<file path="config.mk">
export PLATFORM = sky130hd
export DESIGN_NAME = nsr_host
export DESIGN_NICKNAME = d
export VERILOG_FILES = /design/src/nsr_pkg.sv /design/src/nsr_host.sv
export SDC_FILE = /design/constraint.sdc
export NUM_CORES = 1
export LEC_CHECK = 0
export BUFFER_PORTS_ARGS = -buffer_cell sky130_fd_sc_hd__buf_4
export CORE_ASPECT_RATIO = 1.2
export CORE_MARGIN = 4
export CORE_UTILIZATION = 54
export DETAILED_ROUTE_END_ITERATION = 6
export PLACE_DENSITY = 0.78
export SYNTH_ARGS = -nofsm -noshare
export SYNTH_HDL_FRONTEND = slang
export SYNTH_SLANG_ARGS = --single-unit
</file>
<file path="constraint.sdc">
create_clock -name clk_sys -period 3.1 [get_ports clk_sys]
set_clock_uncertainty 0.2 [all_clocks]
set_input_delay 0.155 -clock clk_sys [delete_from_list [all_inputs] [get_ports clk_sys]]
set_output_delay 0.155 -clock clk_sys [all_outputs]
set_load 0.005 [all_outputs]
</file>
<file path="src/nsr_pkg.sv">
package nsr_pkg;
   // ****************************************
   // Geometry
   // ****************************************
   localparam int ADDR_W = 11;
   localparam int DATA_W = 8;
   localparam int CNT_W = 20;

   // ****************************************
   // Timing, nanoseconds as printed
   // ****************************************
   localparam int CLK_NS = 20;
   localparam int T_ACCESS_NS = 45;
   localparam int T_WPULSE_NS = 30;
   localparam int T_HSB_PULSE_NS = 15;
   localparam int T_HSB_LOW_NS = 300;
   localparam int T_RECOVER_NS = 700;
   localparam int T_RECALL_NS = 550000;
   localparam int T_STORE_NS = 10000000;
   localparam int SYNC_CYC = 3;

   // All times round up except the store limit, which rounds down
   localparam int ACCESS_CYC = (T_ACCESS_NS + CLK_NS - 1) / CLK_NS;
   localparam int WPULSE_CYC = (T_WPULSE_NS + CLK_NS - 1) / CLK_NS;
   localparam int HSB_PULSE_CYC = (T_HSB_PULSE_NS + CLK_NS - 1) / CLK_NS;
   localparam int HSB_LOW_CYC = (T_HSB_LOW_NS + CLK_NS - 1) / CLK_NS;
   localparam int RECOVER_CYC = (T_RECOVER_NS + CLK_NS - 1) / CLK_NS;
   localparam int RECALL_CYC = (T_RECALL_NS + CLK_NS - 1) / CLK_NS;
   localparam int STORE_CYC = T_STORE_NS / CLK_NS;

   // ****************************************
   // Controller states
   // ****************************************
   typedef enum logic [3:0] {
      NSR_PWRUP = 4'h0,
      NSR_IDLE = 4'h1,
      NSR_READ = 4'h2,
      NSR_WR_SETUP = 4'h3,
      NSR_WR_PULSE = 4'h4,
      NSR_WR_END = 4'h5,
      NSR_ST_PULSE = 4'h6,
      NSR_ST_WAIT = 4'h7,
      NSR_RECOVER = 4'h8
   } nsr_state_t;
endpackage

</file>
<file path="src/nsr_host.sv">
`timescale 1ns/1ps
module nsr_host #(
   parameter int RECALL_WAIT = nsr_pkg::RECALL_CYC,
   parameter int STORE_WAIT = nsr_pkg::STORE_CYC
) (
   input wire logic clk_sys,
   input wire logic rst,
   input wire logic req_valid,
   input wire logic req_write,
   input wire logic [nsr_pkg::ADDR_W-1:0] req_addr,
   input wire logic [nsr_pkg::DATA_W-1:0] req_wdata,
   output logic req_ready,
   input wire logic store_req,
   output logic rsp_valid,
   output logic [nsr_pkg::DATA_W-1:0] rsp_rdata,
   output logic store_done,
   output logic store_late,
   output logic nvm_busy,
   output logic cs_n,
   output logic oe_n,
   output logic mem_put_n,
   output logic [nsr_pkg::ADDR_W-1:0] addr_lines,
   input wire logic [nsr_pkg::DATA_W-1:0] io_byte_i,
   output logic [nsr_pkg::DATA_W-1:0] io_byte_o,
   output logic io_byte_oe,
   input wire logic nv_save_busy_n_i,
   output logic nv_save_busy_n_o,
   output logic nv_save_busy_n_oe
);
   localparam int AW = nsr_pkg::ADDR_W;
   localparam int DW = nsr_pkg::DATA_W;
   localparam int CW = nsr_pkg::CNT_W;

   // Counter must hold the longest wait
   if (RECALL_WAIT < 1 || STORE_WAIT < 1 || RECALL_WAIT >= (1 << CW) || STORE_WAIT >= (1 << CW))
   begin : g_bad_param
      $error("nsr_host: wait parameters out of counter range");
   end

   // ****************************************
   // Pin synchronisers
   // ****************************************
   logic [2:0] bsy_sync_ff;
   logic busy_seen_ff;
   logic [DW-1:0] din1_ff, din2_ff, din3_ff;

   always_ff @(posedge clk_sys)
   begin
      if (rst)
      begin
         bsy_sync_ff <= 3'h7;
         busy_seen_ff <= 1'b0;
         din1_ff <= '0;
         din2_ff <= '0;
         din3_ff <= '0;
      end
      else
      begin
         bsy_sync_ff <= {bsy_sync_ff[1:0], nv_save_busy_n_i};
         // Change counts once stages two and three agree
         if (bsy_sync_ff[1] == bsy_sync_ff[2])
         begin
            busy_seen_ff <= ~bsy_sync_ff[2];
         end
         din1_ff <= io_byte_i;
         din2_ff <= din1_ff;
         din3_ff <= din2_ff;
      end
   end

   // ****************************************
   // Access and store sequencer
   // ****************************************
   nsr_pkg::nsr_state_t state_ff, nxt_state;
   logic [CW-1:0] cnt_ff, nxt_cnt;
   logic cs_n_ff, nxt_cs_n, oe_n_ff, nxt_oe_n, we_n_ff, nxt_we_n;
   logic [AW-1:0] addr_ff, nxt_addr;
   logic [DW-1:0] dout_ff, nxt_dout, rdata_ff, nxt_rdata;
   logic doe_ff, nxt_doe, hsb_oe_ff, nxt_hsb_oe;
   logic rsp_ff, nxt_rsp, done_ff, nxt_done, late_ff, nxt_late;

   always_comb
   begin
      nxt_state = state_ff;
      nxt_cnt = cnt_ff + 1'b1;
      nxt_cs_n = cs_n_ff;
      nxt_oe_n = oe_n_ff;
      nxt_we_n = 1'b1;
      nxt_addr = addr_ff;
      nxt_dout = dout_ff;
      nxt_doe = doe_ff;
      nxt_hsb_oe = 1'b0;
      nxt_rdata = rdata_ff;
      nxt_rsp = 1'b0;
      nxt_done = 1'b0;
      nxt_late = 1'b0;
      case (state_ff)
         nsr_pkg::NSR_PWRUP:
         begin
            nxt_cs_n = 1'b1;
            if (cnt_ff >= CW'(RECALL_WAIT - 1))
            begin
               nxt_state = nsr_pkg::NSR_IDLE;
               nxt_cnt = '0;
            end
         end
         nsr_pkg::NSR_IDLE:
         begin
            nxt_cnt = '0;
            nxt_cs_n = 1'b1;
            nxt_oe_n = 1'b1;
            nxt_doe = 1'b0;
            if (busy_seen_ff)
            begin
               nxt_state = nsr_pkg::NSR_ST_WAIT;
            end
            else if (store_req)
            begin
               nxt_state = nsr_pkg::NSR_ST_PULSE;
               nxt_hsb_oe = 1'b1;
            end
            else if (req_valid && req_write)
            begin
               nxt_state = nsr_pkg::NSR_WR_SETUP;
               nxt_addr = req_addr;
               nxt_dout = req_wdata;
               nxt_doe = 1'b1;
               nxt_cs_n = 1'b0;
            end
            else if (req_valid)
            begin
               nxt_state = nsr_pkg::NSR_READ;
               nxt_addr = req_addr;
               nxt_cs_n = 1'b0;
               nxt_oe_n = 1'b0;
            end
         end
         nsr_pkg::NSR_READ:
         begin
            if (cnt_ff >= CW'(nsr_pkg::ACCESS_CYC + nsr_pkg::SYNC_CYC - 1))
            begin
               nxt_rdata = din3_ff;
               nxt_rsp = 1'b1;
               nxt_cs_n = 1'b1;
               nxt_oe_n = 1'b1;
               nxt_state = nsr_pkg::NSR_IDLE;
            end
         end
         nsr_pkg::NSR_WR_SETUP:
         begin
            nxt_we_n = 1'b0;
            nxt_cnt = '0;
            nxt_state = nsr_pkg::NSR_WR_PULSE;
         end
         nsr_pkg::NSR_WR_PULSE:
         begin
            nxt_we_n = 1'b0;
            // data held through the rising edge
            if (cnt_ff >= CW'(nsr_pkg::WPULSE_CYC - 1))
            begin
               nxt_we_n = 1'b1;
               nxt_state = nsr_pkg::NSR_WR_END;
            end
         end
         nsr_pkg::NSR_WR_END:
         begin
            // One cycle of hold before the bus is let go
            nxt_cs_n = 1'b1;
            nxt_doe = 1'b0;
            nxt_state = nsr_pkg::NSR_IDLE;
         end
         nsr_pkg::NSR_ST_PULSE:
         begin
            nxt_hsb_oe = 1'b1;
            if (cnt_ff >= CW'(nsr_pkg::HSB_PULSE_CYC - 1))
            begin
               nxt_hsb_oe = 1'b0;
               nxt_cnt = '0;
               nxt_state = nsr_pkg::NSR_ST_WAIT;
            end
         end
         nsr_pkg::NSR_ST_WAIT:
         begin
            // Skipped stores release early; give the line time to fall first
            if (!busy_seen_ff && cnt_ff >= CW'(nsr_pkg::HSB_LOW_CYC + nsr_pkg::SYNC_CYC))
            begin
               nxt_cnt = '0;
               nxt_state = nsr_pkg::NSR_RECOVER;
            end
            else if (cnt_ff == CW'(STORE_WAIT))
            begin
               nxt_late = 1'b1;
            end
            else if (cnt_ff > CW'(STORE_WAIT))
            begin
               nxt_cnt = cnt_ff;
            end
         end
         nsr_pkg::NSR_RECOVER:
         begin
            // device inhibited shortly after busy rises
            if (busy_seen_ff)
            begin
               nxt_state = nsr_pkg::NSR_ST_WAIT;
               nxt_cnt = '0;
            end
            else if (cnt_ff >= CW'(nsr_pkg::RECOVER_CYC - 1))
            begin
               nxt_done = 1'b1;
               nxt_state = nsr_pkg::NSR_IDLE;
            end
         end
         default:
         begin
            nxt_state = nsr_pkg::NSR_IDLE;
            nxt_cnt = '0;
         end
      endcase
   end

   always_ff @(posedge clk_sys)
   begin
      if (rst)
      begin
         state_ff <= nsr_pkg::NSR_PWRUP;
         cnt_ff <= '0;
         cs_n_ff <= 1'b1;
         oe_n_ff <= 1'b1;
         we_n_ff <= 1'b1;
         addr_ff <= '0;
         dout_ff <= '0;
         doe_ff <= 1'b0;
         hsb_oe_ff <= 1'b0;
         rdata_ff <= '0;
         rsp_ff <= 1'b0;
         done_ff <= 1'b0;
         late_ff <= 1'b0;
      end
      else
      begin
         state_ff <= nxt_state;
         cnt_ff <= nxt_cnt;
         cs_n_ff <= nxt_cs_n;
         oe_n_ff <= nxt_oe_n;
         we_n_ff <= nxt_we_n;
         addr_ff <= nxt_addr;
         dout_ff <= nxt_dout;
         doe_ff <= nxt_doe;
         hsb_oe_ff <= nxt_hsb_oe;
         rdata_ff <= nxt_rdata;
         rsp_ff <= nxt_rsp;
         done_ff <= nxt_done;
         late_ff <= nxt_late;
      end
   end

   assign req_ready = (state_ff == nsr_pkg::NSR_IDLE) && !busy_seen_ff && !store_req;
   assign rsp_valid = rsp_ff;
   assign rsp_rdata = rdata_ff;
   assign store_done = done_ff;
   assign store_late = late_ff;
   assign nvm_busy = busy_seen_ff;
   assign cs_n = cs_n_ff;
   assign oe_n = oe_n_ff;
   assign mem_put_n = we_n_ff;
   assign addr_lines = addr_ff;
   assign io_byte_o = dout_ff;
   assign io_byte_oe = doe_ff;
   // Open drain: only ever pulls low
   assign nv_save_busy_n_o = 1'b0;
   assign nv_save_busy_n_oe = hsb_oe_ff;
endmodule // nsr_host

</file>
# == Word-level counts from Yosys, hierarchy flattened ==
# Cells that the tools add are included.
# word_totals
ff_bits,87
in_bits,33
output_inout_bits,38
word_cells,116
# classes
bitwise_logic,6
eq_ne,18
add_sub_neg,1
magnitude_cmp,7
reduce_logical,22
muxes,44
# op_table
cell,count
$mux 20,6
$pmux 20 s5,1
$mux 4,11
$ge 20x1->1 const B,2
$pmux 4 s8,1
$mux 11,2
$add 20x1->20 const B,1
$eq 20x19->1 const B,1
$ge 20x15->1 const B,1
$ge 20x3->1 const B,1
$ge 20x5->1 const B,1
$ge 20x6->1 const B,1
$gt 20x19->1 const B,1
$mux 1,18
$eq 4x3->1 const B,4
$ne 2x2->1 const B,5
$reduce_or 3->1,3
$eq 4x2->1 const B,2
$pmux 1 s2,4
$reduce_and 4->1,2
$reduce_and 7->1,1
$not 1->1,6
$reduce_and 2->1,3
$reduce_bool 2->1,3
other kinds (12),17

# == Depth between registers and ports, before layout ==
# depth
word_depth,5
ltp_mapped,10
ltp_nobuf,8

# == Worst setup path before layout ==
# No wires, ideal clock.
# synth_timing
kind,flip-flop to flip-flop
from,register cnt_ff[2]
to,register cnt_ff[16]
n_path_buf,2
t_required_ps,2830
path_slack_ps,687
setup_time_ps,70
arrival_time_ps,2143
synth_period_minus_slack_ps,2413
path_stages_with_launch,9
path_cell_list,dfxtp_1 buf_6 or4_4 nor3_2 nand4_1 and3_1 buf_2 or4_1 a21oi_1
# synth_via
elab_chain_len,5
elab_cells_between_ends,15
cone_classes,1 x add/sub; 4 x order compare; 2 x eq/ne; 7 x mux; 1 x reduce/logical
# synth_rtl
item,line,rtl
"start, declared",nsr_host.sv:75,"logic [CW-1:0] cnt_ff, nxt_cnt;"
"start signal, assigned",nsr_host.sv:242,cnt_ff <= nxt_cnt;
$add 20x1->20,nsr_host.sv:85,nxt_cnt = cnt_ff + 1'b1;
$mux 20,nsr_host.sv:194,else if (cnt_ff > CW'(STORE_WAIT))
$mux 20,nsr_host.sv:190,else if (cnt_ff == CW'(STORE_WAIT))
$mux 20,nsr_host.sv:185,if (!busy_seen_ff && cnt_ff >= CW'(nsr_pkg::HSB_LOW_CYC + nsr_pkg::SYNC_CYC))
$pmux 20 s5,nsr_host.sv:97,case (state_ff)
# Several ways; a longest one is shown, not always the timed one. The select of a mux whose other input is x is not followed.
# A chain may end at the register's enable or synchronous reset.

# == Final worst setup path ==
# layout_timing
from,register cnt_ff[1]
to,"register rdata_ff[0], in the netlist rsp_rdata[0]"
# layout_via
elab_chain_len,2
# layout_rtl
item,line,rtl
$ge 20x3->1,nsr_host.sv:140,if (cnt_ff >= CW'(nsr_pkg::ACCESS_CYC + nsr_pkg::SYNC_CYC - 1))
$reduce_and 2->1 (no line),--,
"end signal, assigned",nsr_host.sv:250,rdata_ff <= nxt_rdata;
"end, declared",nsr_host.sv:78,"logic [DW-1:0] dout_ff, nxt_dout, rdata_ff, nxt_rdata;"
# No other way between the ends.

==> results by group <==
Run status
  – Outcome: finished, final reports clean

STA
  – Final setup TNS: 0 ns
  – RSZ-0062 raised after global routing: false
  – Worst setup margin: 0.2962 ns
  – Setup violators final: 0
  – Tcrit/Tclk final: 0.9045
  – Fmax: 356.7 MHz
  – Final Hold Vio Count: 0
  – Fin crit period: 2.804 ns
  – Slew @ Worst Pin: 1.093 ns
  – Slew HR: 0.2702
  – Slew Limit Fails: 0

Setup path
  – CP Capture Type: register
  – Critical path class: reg2reg
  – Crit Path Max Fanout: 10
  – R2R cell count: 8
  – Crit path launch type: register
  – Arr. time, crit path: 2.83 ns
  – Required time worst endpoint: 3.13 ns

Drt
  – Drt total wl: 8.932 mm
  – Routed Antenna Nets: 0
  – Vias per inst: 5.471
  – 1st-pass router iterations: 4
  – Via count: 3261
  – Starting DRT DRC Count: 288
  – Number of remaining DRC errors: 0
  – Wire length per cell: 14.99 um

Floorplan
  – Initial Util: 0.5561
  – Boundary Pins: 71
  – Core Region: 0.006446 mm^2
  – Die X-Extent: 82.38 um
  – Chip Height: 97.25 um
  – Rows: 32
  – Die ar.: 0.008011 mm^2

Clock tree
  – Setup Buffers After CTS: 0
  – Clock Sinks: 87
  – Max Root-Sink Buffers: 2
  – Clock transition at the registers of the reported paths: 0.09 ns
  – TritonCTS buffer count: 9
  – Root buf cell: clkbuf_8
  – Worst-skew pair later-pin latency: 0.36 ns
  – CTS tree: built
  – H-tree Lvls: 3

Synthesis
  – Synthesized Nets: 445
  – Post-synthesis cell area: 0.003585 mm^2
  – Main area contributors after synthesis: dfxtp_1, nor2b_1, mux2i_1
  – EDFF count, synth: 0
  – Synth area leader: dfxtp_1
  – Yosys reg bits: 87
  – Top FF cell, synth: dfxtp_1
  – Synth top area share: 0.4859
  – Ys async rst share: 0
  – Synth Instances: 408
  – Synth warnings: 0
  – Mean area per synthesized cell: 8.786 um^2
  – Post-synthesis cell type count: 45
  – Seq/Total Area, Yosys: 0.4859

Power
  – Peak supply drop: 0.3356 mV
  – Net Sw Power: 765.9 uW
  – Clock share of power: 0.293
  – Internal: 1709 uW
  – Comb pwr share: 0.205
  – Pwr dens: 522.4 mW/mm^2
  – P_leak: 0.001845 uW
  – Part of the power in registers: 0.502
  – Switch share: 0.3094

Flow run
  – MaxCap Viol Count: 0

GRT
  – Largest net degree at the start of global routing: 65
  – Initial antenna violation count: 0
  – First-pass GRT wire length: 14.70 mm
  – Number of global-route vias before repair: 3166
  – GRT overflow: 0
  – GRT Total Usage: 0.2327

Cells and area
  – ANT cells: 0
  – Area grow syn2layout: 32.18%
  – Filler Cells Inserted: 439
  – Most frequent cells in the layout: dfxtp_1, buf_4, nor2_1, dlygate4sd3_1, a21oi_1
  – Fraction of layout cells with a size suffix above 1: 0.1957
  – Final #Nets: 543
  – Most common cell after layout, fill and taps aside: dfxtp_1
  – Post-Route Utilization: 0.7351
  – Cell Count, Final, Fillers Out: 596

Hold path
  – Worst min-delay path class: in2reg
  – Hold depth: 2

Place
  – Placement Setup Slack: 0.3113 ns
  – HPWL Detailed: 5.515 mm
  – Placed insts: 539
  – RD Place Congestion: 0.8480
  – Port Buffers: 69
==> worst paths after layout <==
path	start	end	slack (ns)
max	cnt_ff[1]	rsp_rdata[0]	0.30
min	rst	io_byte_o[1]	0.07
max reg2reg	cnt_ff[1]	rsp_rdata[0]	0.30
min reg2reg	bsy_sync_ff[0]	bsy_sync_ff[1]	0.21
==> registers in the layout (all words and copies together), names as in the netlist <==
signal,count
cnt_ff,20
addr_lines,11
din1_ff,8
din2_ff,8
din3_ff,8
io_byte_o,8
rsp_rdata,8
state_ff,4
bsy_sync_ff,3
cs_n,1
io_byte_oe,1
mem_put_n,1
nv_save_busy_n_oe,1
nvm_busy,1
oe_n,1
rsp_valid,1
store_done,1
store_late,1
==> metrics by stage <==
step	hold slack, ns	power [uW]	instance area, um^2
5_1_grt	0.09369	2607	4738
3_3_place_gp	0.1412	1702	4143
6_report	0.07267	2475	4738
4_1_cts	0.07374	2484	4738
3_5_place_dp	0.1420	1714	4143
2_1_floorplan	0.05881	1557	3585
==> cell families after synthesis <==
| family | after synthesis | share of synthesized area |
|---|---|---|
| AND/OR/NAND/NOR | 176 | 0.2576 |
| flip-flops | 87 | 0.4859 |
| AO/OA/AOI/OAI | 72 | 0.1187 |
| buffers and inverters | 39 | 0.04572 |
| multiplexers | 18 | 0.05026 |
| XOR/XNOR | 11 | 0.02688 |
| adder cells (fa/ha/maj) | 4 | 0.01396 |
| other | 1 | 0.001046 |
==> layout make-up <==
cell class	count	area, um^2	share of cell area
multi-input cells	282	1690	0.3567
inverters	9	33.78	0.007130
repair buffers	117	980.9	0.2070
clock buffers	10	127.6	0.02693
flip-flops and latches	87	1742	0.3676
well taps	85	106.4	0.02245
clock inverters	6	57.56	0.01215
==> critical path: stages, from the launching register on <==
cell     delay, ns
dfxtp_1       0.45
inv_1         0.11
ha_1          0.18
nor2b_1       0.13
o21ai_0       0.20
or3_1         0.17
nor2b_1       0.86
mux2i_1       0.30
nor2_1        0.06
==> routing by layer <==
layer	part of all wire	GRT usage
met1	0.42	0.2804
met2	0.49	0.3877
met3	0.070	0.05473
met4	0.021	0.09463
met5	0	0
==> power groups by stage <==
stage	Clock, uW	Sequential, uW	Combinational, uW
floorplan	0	1240	319
global placement	0	1260	441
detailed placement	0	1270	449
CTS	750	1240	495
global route	793	1250	562
finish	724	1240	508
==> timing repair <==
item	in CTS	in global routing
hold buffers	41	0
resized for setup	0	0
endpoints found under the hold margin	30	0
==> Yosys cell counts, types with 9 or more instances <==
cell type and count:
xnor2_1 11, mux2i_1 18, nor2b_1 30, o21ai_0 9, nor2_1 42, a21oi_1 32
nand4_1 12, clkbuf_1 24, nand2_1 27, dfxtp_1 87, nand3_1 22
(Power assumes the default switching activity.)
